$ cat config.mk
export PLATFORM = sky130hd
export DESIGN_NAME = eibc_top
export DESIGN_NICKNAME = d
export VERILOG_FILES = /design/src/core/eibc_pkg.sv /design/src/core/eibc_pin_sync.sv /design/src/core/eibc_edge_detect.sv /design/src/core/eibc_top.sv
export VERILOG_INCLUDE_DIRS = /design/src /design/src/core
export SDC_FILE = /design/constraint.sdc
export NUM_CORES = 1
export LEC_CHECK = 0
export ABC_AREA = 1
export BUFFER_PORTS_ARGS = -buffer_cell sky130_fd_sc_hd__buf_4
export CAP_MARGIN = 20
export CORE_MARGIN = 2
export CORE_UTILIZATION = 55
export DETAILED_ROUTE_END_ITERATION = 8
export PLACE_DENSITY = 0.85
export SYNTH_ARGS = -nofsm -noshare
export SYNTH_HDL_FRONTEND = slang
export SYNTH_SLANG_ARGS = --single-unit
$ cat constraint.sdc
create_clock -name clock -period 2.1 [get_ports clock]
set_input_delay 0 -clock clock [delete_from_list [all_inputs] [get_ports clock]]
set_output_delay 0 -clock clock [all_outputs]
set_load 0.01 [all_outputs]
$ cat src/core/eibc_defs.svh
// Register offsets, field positions, reset values for the external request and bank control block.
// Assumes inclusion by the package and the design modules.
`ifndef EIBC_DEFS_SVH
`define EIBC_DEFS_SVH
`define EIBC_OFS_SENSE      8'h00
`define EIBC_OFS_POLARITY   8'h04
`define EIBC_OFS_FLAGS      8'h08
`define EIBC_OFS_LVL_EN     8'h0C
`define EIBC_OFS_LVL_STAT   8'h10
`define EIBC_OFS_BANK_EN    8'h14
`define EIBC_OFS_BANK_NUM   8'h18
`define EIBC_RST_16         16'h0000
`define EIBC_BANK_EN_MASK   16'hFFFE
`define EIBC_BNUM_MASK      16'hE00F
`define EIBC_BANK_OVERFLOW_EXCEPTION_ENABLE_BIT       13
`define EIBC_MODE_HI        15
`define EIBC_MODE_LO        14
`define EIBC_SENSE_LOW      2'h0
`define EIBC_SENSE_FALL     2'h1
`define EIBC_SENSE_RISE     2'h2
`define EIBC_SENSE_BOTH     2'h3
`define EIBC_MODE_OFF       2'h0
`define EIBC_MODE_ALL       2'h1
`define EIBC_MODE_LEVEL     2'h3
`endif

$ cat src/core/eibc_pkg.sv
// Types shared by the external request and bank control block.
// Assumes eibc_defs.svh is on the include path.
`include "eibc_defs.svh"
package eibc_pkg;
    typedef enum logic [1:0] {
        EIBC_BUS_IDLE,
        EIBC_BUS_ACK
    } eibc_bus_type;

    typedef struct packed {
        logic [7:0] pins;
        logic [7:0] prev;
    } eibc_sync_type;

    typedef struct packed {
        logic       accept;
        logic [3:0] level;
        logic       is_nmi;
        logic       is_ubrk;
        logic       restore;
    } eibc_cpu_evt_type;

    typedef struct packed {
        logic [15:0] sense;
        logic [7:0]  polarity;
        logic [7:0]  flags;
        logic [7:0]  armed;
        logic [7:0]  lvl_en;
        logic [15:0] bank_en;
        logic [1:0]  mode;
        logic        bank_overflow_exception_enable;
        logic [3:0]  bank_ptr;
        logic [15:0] dat;
        logic        ack;
        logic        bank_use;
        logic        bank_ovf;
        logic [7:0]  lvl_req;
        eibc_bus_type bus;
    } eibc_state_type;
endpackage

$ cat src/core/eibc_pin_sync.sv
// Two-stage synchroniser plus one previous-sample stage for a group of request pins.
// Assumes pins change slowly against the system clock.
`timescale 1ns/1ps
module eibc_pin_sync import eibc_pkg::*; #(
    parameter int WIDTH = 8
) (
    input  wire logic             clock,
    input  wire logic             sys_rst,
    input  wire logic [WIDTH-1:0] pin_in,
    output logic      [WIDTH-1:0] pin_now,
    output logic      [WIDTH-1:0] pin_prev
);
    logic [WIDTH-1:0] stage1_r;

    initial begin
        if (WIDTH < 1) $error("WIDTH must be at least 1");
    end

    // Reset to all high so idle-high pins show no edge when released
    always_ff @(posedge clock) begin
        if (sys_rst) begin
            stage1_r <= '1;
            pin_now  <= '1;
            pin_prev <= '1;
        end else begin
            stage1_r <= pin_in;
            pin_now  <= stage1_r;
            pin_prev <= pin_now;
        end
    end
endmodule

$ cat src/core/eibc_edge_detect.sv
// Per-pin edge detection selected by a two-bit sense code.
// Assumes synchronised current and previous samples.
`timescale 1ns/1ps
`include "eibc_defs.svh"
module eibc_edge_detect import eibc_pkg::*; #(
    parameter int WIDTH = 8
) (
    input  wire logic [WIDTH-1:0]   now_v,
    input  wire logic [WIDTH-1:0]   prev_v,
    input  wire logic [2*WIDTH-1:0] sense,
    output logic      [WIDTH-1:0]   edge_hit,
    output logic      [WIDTH-1:0]   is_level
);
    function automatic logic hit(input logic [1:0] code, input logic n, input logic p);
        logic r;
        r = 1'b0;
        case (code)
            `EIBC_SENSE_FALL: r = p & ~n;
            `EIBC_SENSE_RISE: r = ~p & n;
            `EIBC_SENSE_BOTH: r = p ^ n;
            default:          r = 1'b0;
        endcase
        return r;
    endfunction

    always_comb begin
        for (int i = 0; i < WIDTH; i++) begin
            edge_hit[i] = hit(sense[2*i+:2], now_v[i], prev_v[i]);
            is_level[i] = (sense[2*i+:2] == `EIBC_SENSE_LOW);
        end
    end
endmodule

$ cat src/core/eibc_top.sv
// External request detection, request flags and register bank control, Wishbone classic slave.
// Assumes asynchronous pins, synchronised inside, one clock, CPU events as one-cycle pulses.
//
// Chosen here: the placing of the registers and the Wishbone register port.
`timescale 1ns/1ps
`include "eibc_defs.svh"
// How it works
// Two-bit sense per edge pin: 00 low, 01 fall, 10 rise, 11 both.
// Pin n sense code sits in bits 2n+1 and 2n.
// Level-only pin polarity bits 7..0: 0 senses low, 1 senses high.
// Low-level mode flag mirrors an inverted pin, never latched.
// Edge mode flag sets on the selected edge and holds.
// Edge flag clears only by writing 0 after reading it as 1.
// Edge flag also clears when CPU handles that pin's exception.
// Level-only pin enable bits 7..0 block or pass requests.
// Level-only status register is read-only, shows present requests.
// Bank enable bits 15..1 per priority level; bit 0 reads 0.
// User break interrupts never use register banks.
// Bank mode 00 disables banks for all interrupts.
// Bank mode 01 uses banks except NMI and user break.
// Software must not program bank mode 10.
// Bank mode 11 uses per-level enable bit.
// Bank number bit 13 enables the bank overflow exception.
// Read-only pointer names next bank; increments after a bank save.
// Restore decrements the pointer, then restores from that bank.
// Reset clears all registers to zero.
// Reserved bits read 0.
// Pins synchronised; edge sets flag cycle after change is sampled.
module eibc_top import eibc_pkg::*; #(
    parameter int NPINS = 8,
    parameter int NBANK = 15
) (
    input  wire logic               clock,
    input  wire logic               sys_rst,
    input  wire logic               wb_cyc_i,
    input  wire logic               wb_stb_i,
    input  wire logic               wb_we_i,
    input  wire logic [7:0]         wb_adr_i,
    input  wire logic [3:0]         wb_sel_i,
    input  wire logic [31:0]        wb_dat_i,
    output logic      [31:0]        wb_dat_o,
    output logic                    wb_ack_o,
    input  wire logic [NPINS-1:0]   edge_level_request_pin,
    input  wire logic [NPINS-1:0]   level_only_request_pin,
    input  wire logic               cpu_accept,
    input  wire logic [3:0]         cpu_level,
    input  wire logic               cpu_is_nmi,
    input  wire logic               cpu_is_ubrk,
    input  wire logic [NPINS-1:0]   cpu_pin_handled,
    input  wire logic               cpu_restore,
    output logic [NPINS-1:0]        irq_req,
    output logic [NPINS-1:0]        lvl_req,
    output logic                    bank_use,
    output logic                    bank_ovf_en,
    output logic [3:0]              bank_ptr
);
    eibc_state_type   st_r;
    eibc_state_type   st_nxt;
    logic [NPINS-1:0] el_now;
    logic [NPINS-1:0] el_prev;
    logic [NPINS-1:0] lo_now;
    logic [NPINS-1:0] edge_hit;
    logic [NPINS-1:0] is_level;

    initial begin
        if (NPINS != 8) $error("NPINS must be 8");
        if (NBANK < 1 || NBANK > 15) $error("NBANK out of range");
    end

    eibc_pin_sync #(.WIDTH(NPINS)) u_el_sync (
        .clock    (clock),
        .sys_rst  (sys_rst),
        .pin_in   (edge_level_request_pin),
        .pin_now  (el_now),
        .pin_prev (el_prev)
    );

    eibc_pin_sync #(.WIDTH(NPINS)) u_lo_sync (
        .clock    (clock),
        .sys_rst  (sys_rst),
        .pin_in   (level_only_request_pin),
        .pin_now  (lo_now),
        .pin_prev ()
    );

    eibc_edge_detect #(.WIDTH(NPINS)) u_edge (
        .now_v    (el_now),
        .prev_v   (el_prev),
        .sense    (st_r.sense),
        .edge_hit (edge_hit),
        .is_level (is_level)
    );

    function automatic logic [15:0] merge16(input logic [15:0] old, input logic [31:0] d, input logic [3:0] sel);
        logic [15:0] r;
        r = old;
        if (sel[0]) r[7:0] = d[7:0];
        if (sel[1]) r[15:8] = d[15:8];
        return r;
    endfunction

    logic        req;
    logic        wr;
    logic        rd;
    logic [15:0] wv;
    logic        use_bank;
    always_comb begin
        st_nxt   = st_r;
        req      = wb_cyc_i && wb_stb_i && (st_r.bus == EIBC_BUS_IDLE);
        wr       = req && wb_we_i;
        rd       = req && !wb_we_i;
        wv       = 16'h0000;
        use_bank = 1'b0;
        st_nxt.ack = 1'b0;
        st_nxt.bus = EIBC_BUS_IDLE;
        if (req) begin
            st_nxt.ack = 1'b1;
            st_nxt.bus = EIBC_BUS_ACK;
        end

        // Level-only requests: polarity then enable gate
        for (int i = 0; i < NPINS; i++) begin
            st_nxt.lvl_req[i] = (lo_now[i] == st_r.polarity[i]) && st_r.lvl_en[i];
        end

        // Request flags
        for (int i = 0; i < NPINS; i++) begin
            if (is_level[i]) begin
                st_nxt.flags[i] = ~el_now[i];
                st_nxt.armed[i] = 1'b0;
            end else begin
                // Clear first so a simultaneous edge wins
                if (wr && wb_adr_i == `EIBC_OFS_FLAGS && wb_sel_i[0] && !wb_dat_i[i] && st_r.armed[i]) begin
                    st_nxt.flags[i] = 1'b0;
                    st_nxt.armed[i] = 1'b0;
                end
                if (cpu_pin_handled[i]) begin
                    st_nxt.flags[i] = 1'b0;
                    st_nxt.armed[i] = 1'b0;
                end
                if (edge_hit[i]) begin
                    st_nxt.flags[i] = 1'b1;
                end
            end
        end

        // Read data and read side effects
        if (rd) begin
            if (wb_adr_i == `EIBC_OFS_SENSE) begin
                st_nxt.dat = st_r.sense;
            end else if (wb_adr_i == `EIBC_OFS_POLARITY) begin
                st_nxt.dat = {8'h00, st_r.polarity};
            end else if (wb_adr_i == `EIBC_OFS_FLAGS) begin
                st_nxt.dat = {8'h00, st_r.flags};
                // Builds on this cycle's clears so a flag cleared by the CPU is not armed again
                st_nxt.armed = st_nxt.armed | (st_r.flags & st_nxt.flags & ~is_level);
            end else if (wb_adr_i == `EIBC_OFS_LVL_EN) begin
                st_nxt.dat = {8'h00, st_r.lvl_en};
            end else if (wb_adr_i == `EIBC_OFS_LVL_STAT) begin
                st_nxt.dat = {8'h00, st_r.lvl_req};
            end else if (wb_adr_i == `EIBC_OFS_BANK_EN) begin
                st_nxt.dat = st_r.bank_en & `EIBC_BANK_EN_MASK;
            end else if (wb_adr_i == `EIBC_OFS_BANK_NUM) begin
                st_nxt.dat = {st_r.mode, st_r.bank_overflow_exception_enable, 9'h000, st_r.bank_ptr};
            end else begin
                st_nxt.dat = 16'h0000;
            end
        end

        // Register writes
        if (wr) begin
            if (wb_adr_i == `EIBC_OFS_SENSE) begin
                st_nxt.sense = merge16(st_r.sense, wb_dat_i, wb_sel_i);
            end else if (wb_adr_i == `EIBC_OFS_POLARITY) begin
                wv = merge16({8'h00, st_r.polarity}, wb_dat_i, wb_sel_i);
                st_nxt.polarity = wv[7:0];
            end else if (wb_adr_i == `EIBC_OFS_LVL_EN) begin
                wv = merge16({8'h00, st_r.lvl_en}, wb_dat_i, wb_sel_i);
                st_nxt.lvl_en = wv[7:0];
            end else if (wb_adr_i == `EIBC_OFS_BANK_EN) begin
                st_nxt.bank_en = merge16(st_r.bank_en, wb_dat_i, wb_sel_i) & `EIBC_BANK_EN_MASK;
            end else if (wb_adr_i == `EIBC_OFS_BANK_NUM && wb_sel_i[1]) begin
                st_nxt.mode = wb_dat_i[`EIBC_MODE_HI:`EIBC_MODE_LO];
                st_nxt.bank_overflow_exception_enable = wb_dat_i[`EIBC_BANK_OVERFLOW_EXCEPTION_ENABLE_BIT];
            end
        end

        // Bank decision for an accepted interrupt
        case (st_r.mode)
            `EIBC_MODE_ALL:   use_bank = !cpu_is_nmi && !cpu_is_ubrk;
            `EIBC_MODE_LEVEL: use_bank = !cpu_is_ubrk && st_r.bank_en[cpu_level] && cpu_level != 4'h0;
            default:          use_bank = 1'b0;
        endcase
        use_bank = use_bank && cpu_accept && !cpu_is_ubrk;
        st_nxt.bank_use = use_bank;
        // Overflow when all banks are full and the exception is enabled
        st_nxt.bank_ovf = use_bank && st_r.bank_overflow_exception_enable && (st_r.bank_ptr >= 4'(NBANK));

        if (use_bank && st_r.bank_ptr < 4'(NBANK)) begin
            st_nxt.bank_ptr = st_r.bank_ptr + 4'h1;
        end else if (cpu_restore && st_r.bank_ptr != 4'h0) begin
            st_nxt.bank_ptr = st_r.bank_ptr - 4'h1;
        end
    end

    always_ff @(posedge clock) begin
        if (sys_rst) begin
            st_r <= '0;
        end else begin
            st_r <= st_nxt;
        end
    end

    assign wb_dat_o    = {16'h0000, st_r.dat};
    assign wb_ack_o    = st_r.ack;
    assign irq_req     = st_r.flags;
    assign lvl_req     = st_r.lvl_req;
    assign bank_use    = st_r.bank_use;
    assign bank_ovf_en = st_r.bank_ovf;
    assign bank_ptr    = st_r.bank_ptr;

    a_edge_sets: assert property (@(posedge clock) disable iff (sys_rst)
        (!is_level[0] && edge_hit[0]) |=> irq_req[0]) else $error("edge did not set flag");
    a_level_follow: assert property (@(posedge clock) disable iff (sys_rst)
        (is_level[1] && $stable(st_r.sense)) |=> (irq_req[1] == ~$past(el_now[1]))) else $error("level flag wrong");
    a_blind_clear: assert property (@(posedge clock) disable iff (sys_rst)
        (irq_req[2] && !st_r.armed[2] && !is_level[2] && !cpu_pin_handled[2]) |=> irq_req[2])
        else $error("flag cleared without read");
    a_cpu_clear: assert property (@(posedge clock) disable iff (sys_rst)
        (!is_level[3] && cpu_pin_handled[3] && !edge_hit[3]) |=> !irq_req[3]) else $error("handled flag kept");
    a_mode_off: assert property (@(posedge clock) disable iff (sys_rst)
        (st_r.mode == `EIBC_MODE_OFF) |=> !bank_use) else $error("bank used while off");
    a_ubrk_nobank: assert property (@(posedge clock) disable iff (sys_rst)
        cpu_is_ubrk |=> !bank_use) else $error("bank used for user break");
    a_ptr_inc: assert property (@(posedge clock) disable iff (sys_rst)
        (use_bank && bank_ptr < 4'(NBANK)) |=> bank_ptr == $past(bank_ptr) + 4'h1) else $error("pointer not bumped");
    a_ptr_dec: assert property (@(posedge clock) disable iff (sys_rst)
        (cpu_restore && !use_bank && bank_ptr != 4'h0) |=> bank_ptr == $past(bank_ptr) - 4'h1)
        else $error("pointer not dropped");
    a_lvl_gate: assert property (@(posedge clock) disable iff (sys_rst)
        !st_r.lvl_en[4] [*2] |-> !lvl_req[4]) else $error("disabled pin passed");
    a_bank_rsvd: assert property (@(posedge clock) disable iff (sys_rst)
        !st_r.bank_en[0]) else $error("bank enable bit 0 set");
endmodule

==> results by group <==
Synth
  – FFs w/ async S/R, synth: 0%
  – Post-Synth Simple-Gate Area: a little under a quarter
  – Post-Synthesis Cells: 849
  – Yosys reg bits: 137
  – Share of the synthesized area in the top cell type: 41.6%
  – Post-synth cell types: 44
  – Post-synth top flop: dfxtp_1
  – Post-synthesis adder-cell area fraction: roughly 3.7%
  – Post-Synth XOR/XNOR Area: between 1 and 1.5%
  – Largest family of logic cells by synthesized area: simple AND/OR/NAND/NOR gates
  – Compound-cell area share of the yosys netlist: ~16%
  – Post-Syn Area: about 6600 µm²
  – Post-synthesis mux area share: 0%
  – Largest cells by area after synthesis: dfxtp_1 42%, a21oi_1 6.8%, nand2_1 6.4%
  – Register area share after synthesis: between 40% and 50%
  – Cell taking the most area after synthesis: dfxtp_1
  – Synth Warn #: 0
  – Number of synthesized flops with an enable pin: 0
  – Avg Inst Size Synth: slightly below 8 µm²

Placement
  – Pre-CTS WS: 16.2 ps
  – Placed cell area: ~7000 µm²
  – Buffers added on ports: 101
  – GP Congestion: slightly below 0.9
  – Hpwl dp: approximately 11000 µm

Clocking
  – Reg clk slew, reported paths: approximately 60 ps
  – CTS tree: built
  – Clock Sinks: approximately 140
  – Clk_lat worst skew: between 400 and 500 ps
  – CTS Buf Count: 17
  – Root Driver: clkbuf_16
  – H-tree depth: 4
  – Clock Tree Buf Depth: 2

Final layout
  – Post-route cell area: around 8300 µm²
  – FILL cells: approximately 800
  – # nets final: roughly 1100
  – Post-layout util: between 70 and 80%
  – Register area: 2740 µm²
  – N_diodes: 0
  – Footprint of the multi-input gates: roughly 3000 µm²
  – Layout area overhead: 25.6%
  – Max reg flops: 58
  – Most frequent cells in the layout: 137 x dfxtp_1, 112 x nand2_1, 110 x buf_4
  – Most common cell after layout, fill and taps aside: dfxtp_1
  – Share of cells above drive strength 1: between 20 and 25%
  – Biggest register: st_r

Route
  – DRT Pass-1 Iters: 9
  – Drt drc: 9
  – DR iter-0 viols: 810
  – Routed length per instance: about 16 µm
  – WL final: 18400 µm
  – Via density: around 5.6
  – Vias post-DR: 6306
  – Post-route ant nets: 0

Floorplanning
  – Area of the die: around 13000 µm²
  – Ports: ~140
  – Initial Utilization: 57.0%
  – Core area: around 12000 µm²
  – FP Rows: 39
  – Die Ht: around 110 µm
  – Die width: 113 µm

Worst setup path
  – Crit path launch type: flip-flop
  – Slowest cell delay on critical path: roughly 580 ps
  – Reg2Reg Depth: 7
  – Crit path kind: reg -> reg
  – Crit path arrival time: roughly 2300 ps
  – WP depth: 7
  – Setup slack, reg-to-reg: between 80 and 90 ps
  – Worst-path fanout max: 8
  – WP buf/inv: 2
  – R2r endpoint: st_r[63]
  – Critical path origin: wb_ack_o
  – Delay-heaviest family, CP: buffers and inverters
  – CP max stage cell: dlygate4sd3_1
  – Setup crit end: st_r[63]
  – Worst r2r src: wb_ack_o
  – Worst setup EP type: flip-flop
  – Worst-path cell chain: nor2_4 -> nand3_4 -> nor2_8 -> inv_4 -> o211ai_1 -> dlygate4sd3_1 -> a21oi_1
  – Req. time, crit path: about 2400 ps

STA
  – Setup tns final: 0 ps
  – Skew final: 7.49 ps
  – Final setup viols: 0
  – Final Hold Viols: 0
  – Slew HR: between 50 and 60%
  – Final period util: roughly 96%
  – FMAX: ~0.5 GHz
  – Final Critical Period: 2020 ps
  – Worst Slack Setup Final: about 82 ps
  – Slew Limit Fails: 0
  – Least-Margin Pin Slew: around 650 ps

Global routing
  – GR Overflow Total: 0
  – Vias in the first global route: between 6000 and 7000
  – GRT Util Overall: approximately 29%
  – Largest net degree at the start of global routing: 64
  – Initial antenna violation count: 0
  – Global-route wire length before repair: 29400 µm

Power
  – Pwr dens: between 800 and 900 nW/µm²
  – Static Leak: 3.62 nW
  – Max VDD drop: 0.000503 V

Worst hold path
  – Worst min-delay path class: in -> reg

Outcome
  – Failing checks: design-rule violations
  – Status: finished with violations

Run
  – Max Cap Viol: 0
logic make-up after synthesis:
family,Yosys count
AND/OR/NAND/NOR,309
AO/OA/AOI/OAI,195
buffers and inverters,179
flip-flops,137
adder cells (fa/ha/maj),19
XOR/XNOR,9
other,1
synthesized netlist by cell type, types with 2 or more instances:
cell type,n
o21ai_1,10
ha_1,18
nand3b_1,2
o21ai_0,63
inv_2,11
a2bb2oi_1,2
a21oi_1,89
buf_6,3
nor3_1,5
inv_1,88
nand4_1,5
nand2_2,4
xnor2_1,8
nor2_1,76
buf_2,5
nor2_8,2
or2_2,34
o21a_1,4
nand3_1,46
clkbuf_1,15
nand2_1,112
nor2_4,11
o211ai_1,16
a31oi_1,3
a211oi_1,2
inv_4,2
nor2_2,3
dfxtp_1,137
o221ai_1,3
nand3_2,3
buf_4,54
tightest hold or removal path, delay by kind of cell:
kind	cells	cell delay (ps)
AOI/OAI and AO/OA	2	190
buffers and inverters	1	130
and+or+nand+nor	1	90
metrics by stage:
stage / hold slack [ps] / instances / total power, mW
after detailed placement: 186 / 1036 / 3.45
after floorplan: 104 / 864 / 3.25
after global placement: 185 / 1036 / 3.43
after CTS: 30.5 / 1114 / 6.82
final: 36.6 / 1117 / 6.86
after global routing: 56.0 / 1117 / 7.07
per-layer routing:
layer / global-route usage, % / up-vias / share of wire [%]
met5: 0 / - / 0
met4: 11.2 / 0 / 2.9
met3: 6.75 / 62 / 10
met2: 47.5 / 413 / 48
met1: 36.3 / 2909 / 39
li1: - / 2922 / -
final cells by class:
| cell class | instances | area share, % |
|---|---|---|
| Timing Repair Buffer | 156 | 15.5 |
| Tap cell | 143 | 2.16 |
| Clock buffer | 17 | 5.14 |
| Inverter | 101 | 4.64 |
| Multi-Input combinational cell | 548 | 36.5 |
| Clock inverter | 15 | 2.84 |
| Sequential cell | 137 | 33.1 |
power breakdown:
group | internal [mW] | switching, mW | total, mW | leakage [nW]
Sequential | 2.68 | 0.0751 | 2.75 | 1.11
Clock | 2.14 | 1.23 | 3.36 | 0.321
Combinational | 0.349 | 0.392 | 0.741 | 2.19
timing repair:
action | 4_1_cts | 5_1_grt
gates resized for setup | 0 | 4
hold buffers | 46 | 0
setup endpoints to repair | 0 | 2
endpoints found under the hold margin | 84 | 0
setup buffers | 0 | 3
worst min-delay path by stage:
stage	start	endpoint	slack [ps]	cells past startpoint
2_1_floorplan	edge_level_request_pin[0]	u_el_sync.stage1_r[0]	100	1
3_3_place_gp	edge_level_request_pin[7]	u_el_sync.stage1_r[7]	180	2
3_5_place_dp	edge_level_request_pin[0]	u_el_sync.stage1_r[0]	190	2
4_1_cts	cpu_restore	bank_ptr[2]	30	5
5_1_grt	wb_we_i	wb_dat_o[9]	60	4
6_report	wb_we_i	wb_dat_o[13]	40	4
No activity file was read; power rests on OpenSTA's default activity.
